### src/fpm_pkg.sv
// constants and carrier types for the flash page map and protection block
// assumes a 16-bit cpu address bus and an 8-bit page select value
package fpm_pkg;

   // ----------------------------------------
   // cpu flash windows
   // ----------------------------------------
   localparam logic [15:0] FLASH_FIRST = 16'h4000;
   localparam logic [15:0] FIXED_LO_LAST = 16'h7FFF;
   localparam logic [15:0] MID_FIRST = 16'h8000;
   localparam logic [15:0] MID_LAST = 16'hBFFF;
   localparam logic [15:0] FIXED_HI_FIRST = 16'hC000;
   localparam logic [15:0] FLASH_LAST = 16'hFFFF;

   // ----------------------------------------
   // page select values
   // ----------------------------------------
   localparam logic [7:0] PAGE_FIRST = 8'h30;
   localparam logic [7:0] PAGE_LAST = 8'h3F;
   localparam logic [7:0] PAGE_FIXED_LO = 8'h3E;
   localparam logic [7:0] PAGE_FIXED_HI = 8'h3F;
   localparam logic [1:0] TOP_BLOCK = 2'h3;

   // ----------------------------------------
   // protection and options field in block 0
   // ----------------------------------------
   localparam logic [15:0] KEY_FIRST = 16'hFF00;
   localparam logic [15:0] KEY_LAST = 16'hFF07;
   localparam logic [15:0] PROT_BYTE_FIRST = 16'hFF0A;
   localparam logic [15:0] PROT_BYTE_LAST = 16'hFF0D;
   localparam logic [15:0] SEC_BYTE = 16'hFF0F;

   // ----------------------------------------
   // register window
   // ----------------------------------------
   localparam logic [15:0] REG_BASE = 16'h0000;
   localparam logic [15:0] REG_FIRST = 16'h0100;
   localparam logic [15:0] REG_LAST = 16'h010F;
   localparam logic [3:0] BANKED_FIRST = 4'h4;
   localparam logic [3:0] BANKED_LAST = 4'hB;

   // ----------------------------------------
   // protection byte fields
   // ----------------------------------------
   localparam int PROT_OPEN_BIT = 7;
   localparam int PROT_HI_DIS_BIT = 5;
   localparam int PROT_HI_SZ_LSB = 3;
   localparam int PROT_LO_DIS_BIT = 2;
   localparam int PROT_LO_SZ_LSB = 0;
   localparam logic OPEN_PROTECTING = 1'b0;
   localparam logic AREA_DISABLED = 1'b1;
   localparam logic [16:0] AREA_MIN_BYTES = 17'h00200;
   localparam logic [16:0] LOWER_AREA_BASE = 17'h08000;
   localparam logic [16:0] BLOCK_END = 17'h10000;

   // ----------------------------------------
   // reset values
   // ----------------------------------------
   localparam logic [1:0] RST_BLOCK = 2'h0;
   localparam logic [15:0] RST_ADDR = 16'h0000;
   localparam logic [3:0] RST_REG_OFFSET = 4'h0;

   typedef struct packed {
      logic hit;
      logic [1:0] block;
      logic [15:0] addr;
   } fpm_map_s;

   typedef struct packed {
      fpm_map_s rd;
      logic reg_hit;
      logic reg_banked;
      logic [3:0] reg_offset;
      logic [1:0] reg_bank;
      logic key_hit;
      logic prot_byte_hit;
      logic [1:0] prot_byte_block;
      logic sec_byte_hit;
      logic pe_grant;
      logic pe_violation;
   } fpm_state_s;

endpackage

### src/fpm_area_check.sv
// protection test for one block-relative address against one protection byte
// assumes the address is already mapped into its 64 KB block
`timescale 1ns/10ps
`default_nettype none
module fpm_area_check
(
   input wire logic [15:0] addr_i,
   input wire logic [7:0] prot_i,
   output logic protected_o
);
   import fpm_pkg::*;

   logic [16:0] lo_size;
   logic [16:0] hi_size;
   logic [16:0] a;
   logic in_lo;
   logic in_hi;
   logic whole;

   always_comb
   begin
      a = {1'b0, addr_i};
      // sizes step 512, 1K, 2K, 4K
      lo_size = AREA_MIN_BYTES << prot_i[PROT_LO_SZ_LSB +: 2];
      hi_size = AREA_MIN_BYTES << prot_i[PROT_HI_SZ_LSB +: 2];
      // lower grows up from page start, higher down from page end
      in_lo = (prot_i[PROT_LO_DIS_BIT] != AREA_DISABLED) && (a >= LOWER_AREA_BASE)
         && (a < LOWER_AREA_BASE + lo_size);
      in_hi = (prot_i[PROT_HI_DIS_BIT] != AREA_DISABLED) && (a >= BLOCK_END - hi_size);
      whole = prot_i[PROT_OPEN_BIT] == OPEN_PROTECTING;
      protected_o = whole | in_lo | in_hi;
   end
endmodule
`default_nettype wire

### src/fpm_page_map.sv
// flash page map, options field decode, register window decode, protection gate
// assumes cpu-side logic on clock_i owns page select and all requests
//
// Function
// The block has no off-chip pins; everything is reached from the cpu bus.
// Flash reads are answered across 4000 to FFFF as three 16 KB windows.
// The middle window 8000 to BFFF maps to the page named by the page select value.
// The cpu side owns and drives the page select value; this block only decodes it.
// Page values 30 to 3F each pick one 16 KB page, four per block, lowest values block 3.
// Page values 3F and 3E show a fixed window's page a second time in the middle window.
// A protecting open protection bit guards its whole block against program and erase.
// Each block has a lower area from page start and a higher area from page end.
// Software keeps its boot loader in the higher area of block 0, over the vectors.
// A 16-byte protection and options field sits inside block 0.
// Backdoor key bytes start at FF00 and the security byte is at FF0F.
// Protection bytes at FF0A to FF0D belong to blocks 3, 2, 1 and 0 in that order.
// Control and status registers decode in base plus 100 to base plus 10F.
// Both areas size in steps from 512 bytes to 4 KB.
// Offsets 104 to 10B are banked per block, chosen by the bank select bits.
// Program or erase into a protected block or area is blocked and flagged.
`timescale 1ns/10ps
`default_nettype none
module fpm_page_map
(
   input wire logic clock_i,
   input wire logic rst_i,
   input wire logic rd_i,
   input wire logic [15:0] rd_addr_i,
   input wire logic [7:0] page_select_value_i,
   input wire logic [1:0] bank_select_bits_i,
   input wire logic [31:0] block_protection_register_i,
   input wire logic pe_req_i,
   input wire logic [15:0] pe_addr_i,
   output fpm_pkg::fpm_map_s rd_map_o,
   output logic reg_hit_o,
   output logic reg_banked_o,
   output logic [3:0] reg_offset_o,
   output logic [1:0] reg_bank_o,
   output logic key_hit_o,
   output logic prot_byte_hit_o,
   output logic [1:0] prot_byte_block_o,
   output logic sec_byte_hit_o,
   output logic pe_grant_o,
   output logic pe_violation_o
);
   import fpm_pkg::*;

   // ----------------------------------------
   // decode helpers
   // ----------------------------------------
   // one map for reads and program/erase so both agree on aliasing
   function automatic fpm_map_s map_addr(input logic [15:0] a, input logic [7:0] pg);
      logic [7:0] p;
      map_addr = '0;
      p = pg;
      if (a >= FLASH_FIRST && a <= FIXED_LO_LAST)
         p = PAGE_FIXED_LO;
      else if (a >= FIXED_HI_FIRST)
         p = PAGE_FIXED_HI;
      // middle window takes the page value as is, 3E/3F alias a fixed page
      map_addr.hit = (a >= FLASH_FIRST) && (p >= PAGE_FIRST) && (p <= PAGE_LAST);
      // a miss leaves block and address at zero, no stale page bits
      if (map_addr.hit)
      begin
         map_addr.block = TOP_BLOCK - p[3:2];
         map_addr.addr = {p[1:0], a[13:0]};
      end
   endfunction

   function automatic logic [1:0] prot_of_block_sel(input logic [1:0] b);
      prot_of_block_sel = b;
   endfunction

   fpm_state_s state;
   fpm_state_s next_state;
   fpm_map_s rd_m;
   fpm_map_s pe_m;
   logic [7:0] pe_prot;
   logic pe_protected;
   logic [15:0] reg_rel;

   // ----------------------------------------
   // protection check for program/erase
   // ----------------------------------------
   fpm_area_check u_check
   (
      .addr_i(pe_m.addr),
      .prot_i(pe_prot),
      .protected_o(pe_protected)
   );

   always_comb
   begin
      rd_m = map_addr(rd_addr_i, page_select_value_i);
      pe_m = map_addr(pe_addr_i, page_select_value_i);
      pe_prot = block_protection_register_i[{prot_of_block_sel(pe_m.block), 3'b000} +: 8];
      reg_rel = rd_addr_i - REG_BASE;
      next_state = state;
      next_state.rd = rd_i ? rd_m : '0;
      next_state.reg_hit = rd_i && reg_rel >= REG_FIRST && reg_rel <= REG_LAST;
      next_state.reg_offset = reg_rel[3:0];
      next_state.reg_banked = next_state.reg_hit && reg_rel[3:0] >= BANKED_FIRST
         && reg_rel[3:0] <= BANKED_LAST;
      next_state.reg_bank = next_state.reg_banked ? bank_select_bits_i : RST_BLOCK;
      // options field lives only in block 0, the top fixed page
      next_state.key_hit = rd_i && rd_m.hit && rd_m.block == RST_BLOCK
         && rd_m.addr >= KEY_FIRST && rd_m.addr <= KEY_LAST;
      next_state.prot_byte_hit = rd_i && rd_m.hit && rd_m.block == RST_BLOCK
         && rd_m.addr >= PROT_BYTE_FIRST && rd_m.addr <= PROT_BYTE_LAST;
      next_state.prot_byte_block = TOP_BLOCK - rd_m.addr[1:0] + 2'h2;
      next_state.sec_byte_hit = rd_i && rd_m.hit && rd_m.block == RST_BLOCK
         && rd_m.addr == SEC_BYTE;
      // unmapped program/erase is refused as well, never silently granted
      next_state.pe_grant = pe_req_i && pe_m.hit && !pe_protected;
      next_state.pe_violation = pe_req_i && (!pe_m.hit || pe_protected);
   end

   always_ff @(posedge clock_i or posedge rst_i)
   begin
      if (rst_i)
         state <= '0;
      else
         state <= next_state;
   end

   // ----------------------------------------
   // outputs, all registered, no pins
   // ----------------------------------------
   assign rd_map_o = state.rd;
   assign reg_hit_o = state.reg_hit;
   assign reg_banked_o = state.reg_banked;
   assign reg_offset_o = state.reg_offset;
   assign reg_bank_o = state.reg_bank;
   assign key_hit_o = state.key_hit;
   assign prot_byte_hit_o = state.prot_byte_hit;
   assign prot_byte_block_o = state.prot_byte_block;
   assign sec_byte_hit_o = state.sec_byte_hit;
   assign pe_grant_o = state.pe_grant;
   assign pe_violation_o = state.pe_violation;

   // ----------------------------------------
   // assertions
   // ----------------------------------------
   property p_window_hit;
      @(posedge clock_i) disable iff (rst_i)
      rd_i && rd_addr_i >= FLASH_FIRST && (rd_addr_i < MID_FIRST || rd_addr_i >= FIXED_HI_FIRST)
         |=> rd_map_o.hit && rd_map_o.block == RST_BLOCK;
   endproperty
   a_window_hit: assert property (p_window_hit) else $error("fixed window miss");

   property p_below_flash;
      @(posedge clock_i) disable iff (rst_i)
      rd_i && rd_addr_i < FLASH_FIRST |=> !rd_map_o.hit;
   endproperty
   a_below_flash: assert property (p_below_flash) else $error("hit below flash");

   property p_mid_page;
      @(posedge clock_i) disable iff (rst_i)
      rd_i && rd_addr_i >= MID_FIRST && rd_addr_i <= MID_LAST && page_select_value_i >= PAGE_FIRST
         && page_select_value_i <= PAGE_LAST
         |=> rd_map_o.hit && rd_map_o.addr[15:14] == $past(page_select_value_i[1:0]);
   endproperty
   a_mid_page: assert property (p_mid_page) else $error("middle page wrong");

   property p_block_order;
      @(posedge clock_i) disable iff (rst_i)
      rd_i && rd_addr_i >= MID_FIRST && rd_addr_i <= MID_LAST && page_select_value_i == PAGE_FIRST
         |=> rd_map_o.block == TOP_BLOCK;
   endproperty
   a_block_order: assert property (p_block_order) else $error("page 30 not block 3");

   property p_alias;
      @(posedge clock_i) disable iff (rst_i)
      rd_i && rd_addr_i >= MID_FIRST && rd_addr_i <= MID_LAST
         && page_select_value_i == PAGE_FIXED_HI
         |=> rd_map_o.block == RST_BLOCK && rd_map_o.addr[15:14] == 2'h3;
   endproperty
   a_alias: assert property (p_alias) else $error("3F alias wrong");

   property p_sec_byte;
      @(posedge clock_i) disable iff (rst_i)
      rd_i && rd_addr_i == SEC_BYTE |=> sec_byte_hit_o && !key_hit_o && !prot_byte_hit_o;
   endproperty
   a_sec_byte: assert property (p_sec_byte) else $error("security byte miss");

   property p_prot_byte;
      @(posedge clock_i) disable iff (rst_i)
      rd_i && rd_addr_i == PROT_BYTE_FIRST |=> prot_byte_hit_o && prot_byte_block_o == TOP_BLOCK;
   endproperty
   a_prot_byte: assert property (p_prot_byte) else $error("prot byte order");

   property p_reg_window;
      @(posedge clock_i) disable iff (rst_i)
      rd_i && rd_addr_i == REG_BASE + REG_LAST |=> reg_hit_o && reg_offset_o == 4'hF && !reg_banked_o;
   endproperty
   a_reg_window: assert property (p_reg_window) else $error("register window");

   property p_bank;
      @(posedge clock_i) disable iff (rst_i)
      rd_i && rd_addr_i == REG_BASE + REG_FIRST + 16'h0004
         |=> reg_banked_o && reg_bank_o == $past(bank_select_bits_i);
   endproperty
   a_bank: assert property (p_bank) else $error("bank select");

   property p_pe_exclusive;
      @(posedge clock_i) disable iff (rst_i)
      pe_req_i |=> pe_grant_o ^ pe_violation_o;
   endproperty
   a_pe_exclusive: assert property (p_pe_exclusive) else $error("grant and violation");

   property p_whole_block;
      @(posedge clock_i) disable iff (rst_i)
      pe_req_i && pe_m.hit && pe_prot[PROT_OPEN_BIT] == OPEN_PROTECTING |=> pe_violation_o;
   endproperty
   a_whole_block: assert property (p_whole_block) else $error("block not guarded");

   property p_no_req;
      @(posedge clock_i) disable iff (rst_i)
      !pe_req_i |=> !pe_grant_o && !pe_violation_o;
   endproperty
   a_no_req: assert property (p_no_req) else $error("spurious pe answer");

   property p_key_byte;
      @(posedge clock_i) disable iff (rst_i)
      rd_i && rd_addr_i == KEY_FIRST |=> key_hit_o && !sec_byte_hit_o && !prot_byte_hit_o;
   endproperty
   a_key_byte: assert property (p_key_byte) else $error("key byte miss");

   property p_miss_zero;
      @(posedge clock_i) disable iff (rst_i)
      rd_i && rd_addr_i < FLASH_FIRST |=> rd_map_o == '0;
   endproperty
   a_miss_zero: assert property (p_miss_zero) else $error("miss not cleared");

endmodule
`default_nettype wire

### config.mk
export PLATFORM = sky130hd
export DESIGN_NAME = fpm_page_map
export DESIGN_NICKNAME = d
export VERILOG_FILES = /design/src/fpm_pkg.sv /design/src/fpm_area_check.sv /design/src/fpm_page_map.sv
export SDC_FILE = /design/constraint.sdc
export NUM_CORES = 1
export LEC_CHECK = 0
export BUFFER_PORTS_ARGS = -buffer_cell sky130_fd_sc_hd__buf_4
export CORE_ASPECT_RATIO = 0.75
export CORE_MARGIN = 2
export CORE_UTILIZATION = 35
export CTS_CLUSTER_SIZE = 10
export DETAILED_ROUTE_END_ITERATION = 16
export MAX_ROUTING_LAYER = met4
export PLACE_DENSITY = 0.77
export SYNTH_ARGS = -nofsm -noshare
export SYNTH_HDL_FRONTEND = slang
export SYNTH_SLANG_ARGS = --single-unit
### constraint.sdc
create_clock -name clock_i -period 2.6 [get_ports clock_i]
set_input_delay 0.52 -clock clock_i [delete_from_list [all_inputs] [get_ports clock_i]]
set_output_delay 0.52 -clock clock_i [all_outputs]
set_load 0.02 [all_outputs]
==> summary.md <==
| Metric | Value |
|---|---|
| Outcome | complete, but fails checks |
| Failing checks | setup timing |
| Fin worst setup slack | -0.0958 ns |
| Initial antenna violation count | 0 |
| CTS tree | done |
| DRT antenna net count | 0 |
| Critical Path AT | 2.86 ns |
| CTS sink cnt | 34 |
| Post-synth ARST share | 1.00 |
| Met3 WL post-DR | 348 um |
| Post-synth cell types | 50 |
| Nets | 379 |
| Max-Cap Viols | 0 |
| CP startpoint | page_select_value_i[7] |
| Critical Path End Type | register |
| Routed via count | 1,699 |
| Vias/cell | 4.67 |
| PortBufs | 98 |
| M1 WL | 2.24 mm |
| GPL Wtd Cong | 0.840 |
| Final cell count without fillers | 364 |
| Rows | 22 |
| CTS Buffer Depth | 2 |
| Crit path max-delay family | compound AO/OA/AOI/OAI gates |
| DRC Markers | 0 |
| Drt wl/cell | 13.9 um |
| Layout cells sized above 1 | 0.500 |
| DP Worst Slack | -0.438 ns |
| Critical path launch point type | primary input |
| Multi-input combinational cell area | 985 um2 |
| Diodes inserted | 0 |
| Storage cell area | 851 um2 |
| Max-slew violation count | 0 |
| CP max stage delay | 0.35 ns |
| Core Region | 0.00501 mm2 |
| Num CTS Buffers | 5 |
| Routed WL | 5.06 mm |
| DIE AREA | 0.00591 mm2 |
| CTS root buf | clkbuf_8 |
| WS Path Type | primary input to register |
| Leak | 0.00151 uW |
| DP HPWL | 4.16 mm |
| Worst slew margin | 0.453 |
| Fmax | 371 MHz |
| WP buf/inv | 2 |
| Synthesized Nets | 256 |
| Worst hold slack | 0.385 ns |
| CP Data Required Time | 2.77 ns |
| Final setup fails | 2 |
| Synth Cell Area | 0.00186 mm2 |
| # IOs | 112 |
| Syn Area/Cell | 11.0 um2 |
| Hold wc startpoint | rd_addr_i[0] |
| Vias in the first global route | 1,696 |
| CP Cell Sequence | buf_6, and4bb_4, nand3_4, mux2i_1, mux2_4, a211o_1, ha_1, inv_1, ha_1, o21ai_1, a21oi_2, a32oi_2, o211a_1 |
| Final setup TNS | -0.166 ns |
| Clock transition at path regs | 0.07 ns |
| Main synth FF type | dfrtp_1 |
| Worst path slowest cell | and4bb_4 |
| Synthesized instance count | 169 |
| Minimum clock period | 2.70 ns |
| Largest net degree at the start of global routing | 24 |
| EDFF count, synth | 0 |
| VDD IR max | 0.209 mV |
| Final Hold Fails | 0 |
| DR iter-0 viols | 60 |
| Layout fillers | 434 |
| Final period util | 1.04 |
| Layout area overhead | 57.7% |
| Total number of yosys warnings | 0 |
| Chip height | 67.1 um |
| First-pass GRT wire length | 7.97 mm |
| Flops & latches, synth | 34 |
| GRT Total Usage | 0.182 |
| WL met2 | 2.42 mm |
| Worst-path fanout max | 4 |
| Max Used Layer | met4 |
| First-pass detailed-route iteration total | 4 |
| Die width | 88.1 um |
| Sequential fraction of the synthesis area | 0.459 |
| Starting Density | 0.370 |
| Final core occ | 0.584 |
| H-tree Lvls | 2 |
| HP Class | primary input to register |
| Tightest Pin Transition | 0.819 ns |
| Pwr dens | 412 mW/mm2 |
| Post-Place Cells | 354 |
| CP dominant cell by count | ha_1 |
| RSZ-0062 raised after global routing | true |
| Total gr overflow | 0 |
==> synth_stat cells (2+ instances only) <==
| cell type | number | share of area |
|---|---|---|
| nand3_1 | 2 | 0.0054 |
| and2_1 | 16 | 0.054 |
| a21oi_1 | 5 | 0.013 |
| o21ai_0 | 6 | 0.016 |
| ha_1 | 9 | 0.061 |
| nor3_1 | 2 | 0.0054 |
| mux2i_1 | 11 | 0.059 |
| inv_1 | 4 | 0.0081 |
| buf_6 | 3 | 0.018 |
| nor3b_1 | 2 | 0.0081 |
| a21oi_2 | 2 | 0.0094 |
| o21a_1 | 2 | 0.0081 |
| nor2b_1 | 8 | 0.027 |
| nand2_1 | 7 | 0.014 |
| nand2b_1 | 3 | 0.010 |
| and2_2 | 2 | 0.0081 |
| dfrtp_1 | 34 | 0.46 |
| nor2_1 | 13 | 0.026 |
| mux2_2 | 4 | 0.024 |
| or2_1 | 2 | 0.0067 |
| nor4_1 | 2 | 0.0067 |
| and3_1 | 2 | 0.0067 |
==> cell usage in the layout, fill, tap and decap left out, drive strengths merged, types with 2 or more instances in the layout <==
cell and count:
nand2 7, o21ai 7, buf 120, ha 9, or3b 2, or2 2
nor2b 9, and3 2, and2 19, nand3 3, mux2 5, nor2 14
nor4 2, nor3b 2, dfrtp 34, a21oi 7, clkbuf 6, o21a 2
nand2b 3, mux2i 11, nor3 2, inv 4
==> metal layers <==
layer	global-route usage	up-vias
met1	0.240	786
met2	0.283	65
li1	-	842
met4	0.0587	0
met3	0.0372	6
met5	-	-
==> cells by family after synthesis <==
family / Yosys count / synth area share
AO/OA/AOI/OAI: 28 / 0.108
XOR/XNOR: 2 / 0.00944
adder cells (fa/ha/maj): 9 / 0.0607
buffers and inverters: 8 / 0.0337
flip-flops: 34 / 0.459
multiplexers: 16 / 0.0897
AND/OR/NAND/NOR: 72 / 0.240
==> final timing paths <==
| path | depth (start not counted) | endpoint | slack (ns) |
|---|---|---|---|
| max in group asynchronous | 3 | rd_map_o[15]$_DFF_PP0_ | 1.52 |
| min in group asynchronous | 2 | reg_bank_o[1]$_DFF_PP0_ | 0.41 |
| worst min-delay path | 1 | reg_offset_o[0]$_DFF_PP0_ | 0.38 |
| worst max-delay path | 13 | pe_grant_o$_DFF_PP0_ | -0.1 |
==> registers in the layout (all words and copies together) (netlist names) <==
register	flops
rd_map_o	19
reg_hit_o	1
reg_offset_o	4
prot_byte_hit_o	1
pe_grant_o	1
reg_bank_o	2
key_hit_o	1
sec_byte_hit_o	1
prot_byte_block_o	2
reg_banked_o	1
pe_violation_o	1
==> final cells by class <==
class	instances	area share
Tap cell	72	0.0308
Multi-Input combinational cell	127	0.337
Timing Repair Buffer	120	0.309
Inverter	4	0.00513
Clock buffer	6	0.0248
Clock inverter	1	0.00257
Sequential cell	34	0.291
==> stage by stage <==
stage	power [uW]	instance area [um2]
detailed placement	846	2790
finish	1200	2930
CTS	1210	2890
global route	1270	2930
global placement	838	2790
floorplan	694	1860
==> what timing repair did <==
action | 4_1_cts | 5_1_grt
hold buffers | 0 | 0
setup buffers | 1 | 2
gates resized for setup | 4 | 3
setup endpoints to repair | 2 | 2
pin swaps | 3 | 5
==> power by group <==
group          internal (uW)  leakage [uW]  switching [uW]
clock                    183     0.0000373             176
combinational            157       0.00102             136
sequential               547      0.000449            5.38
total                    887       0.00151             317
Note: power is estimated with default switching activity, not from simulation.
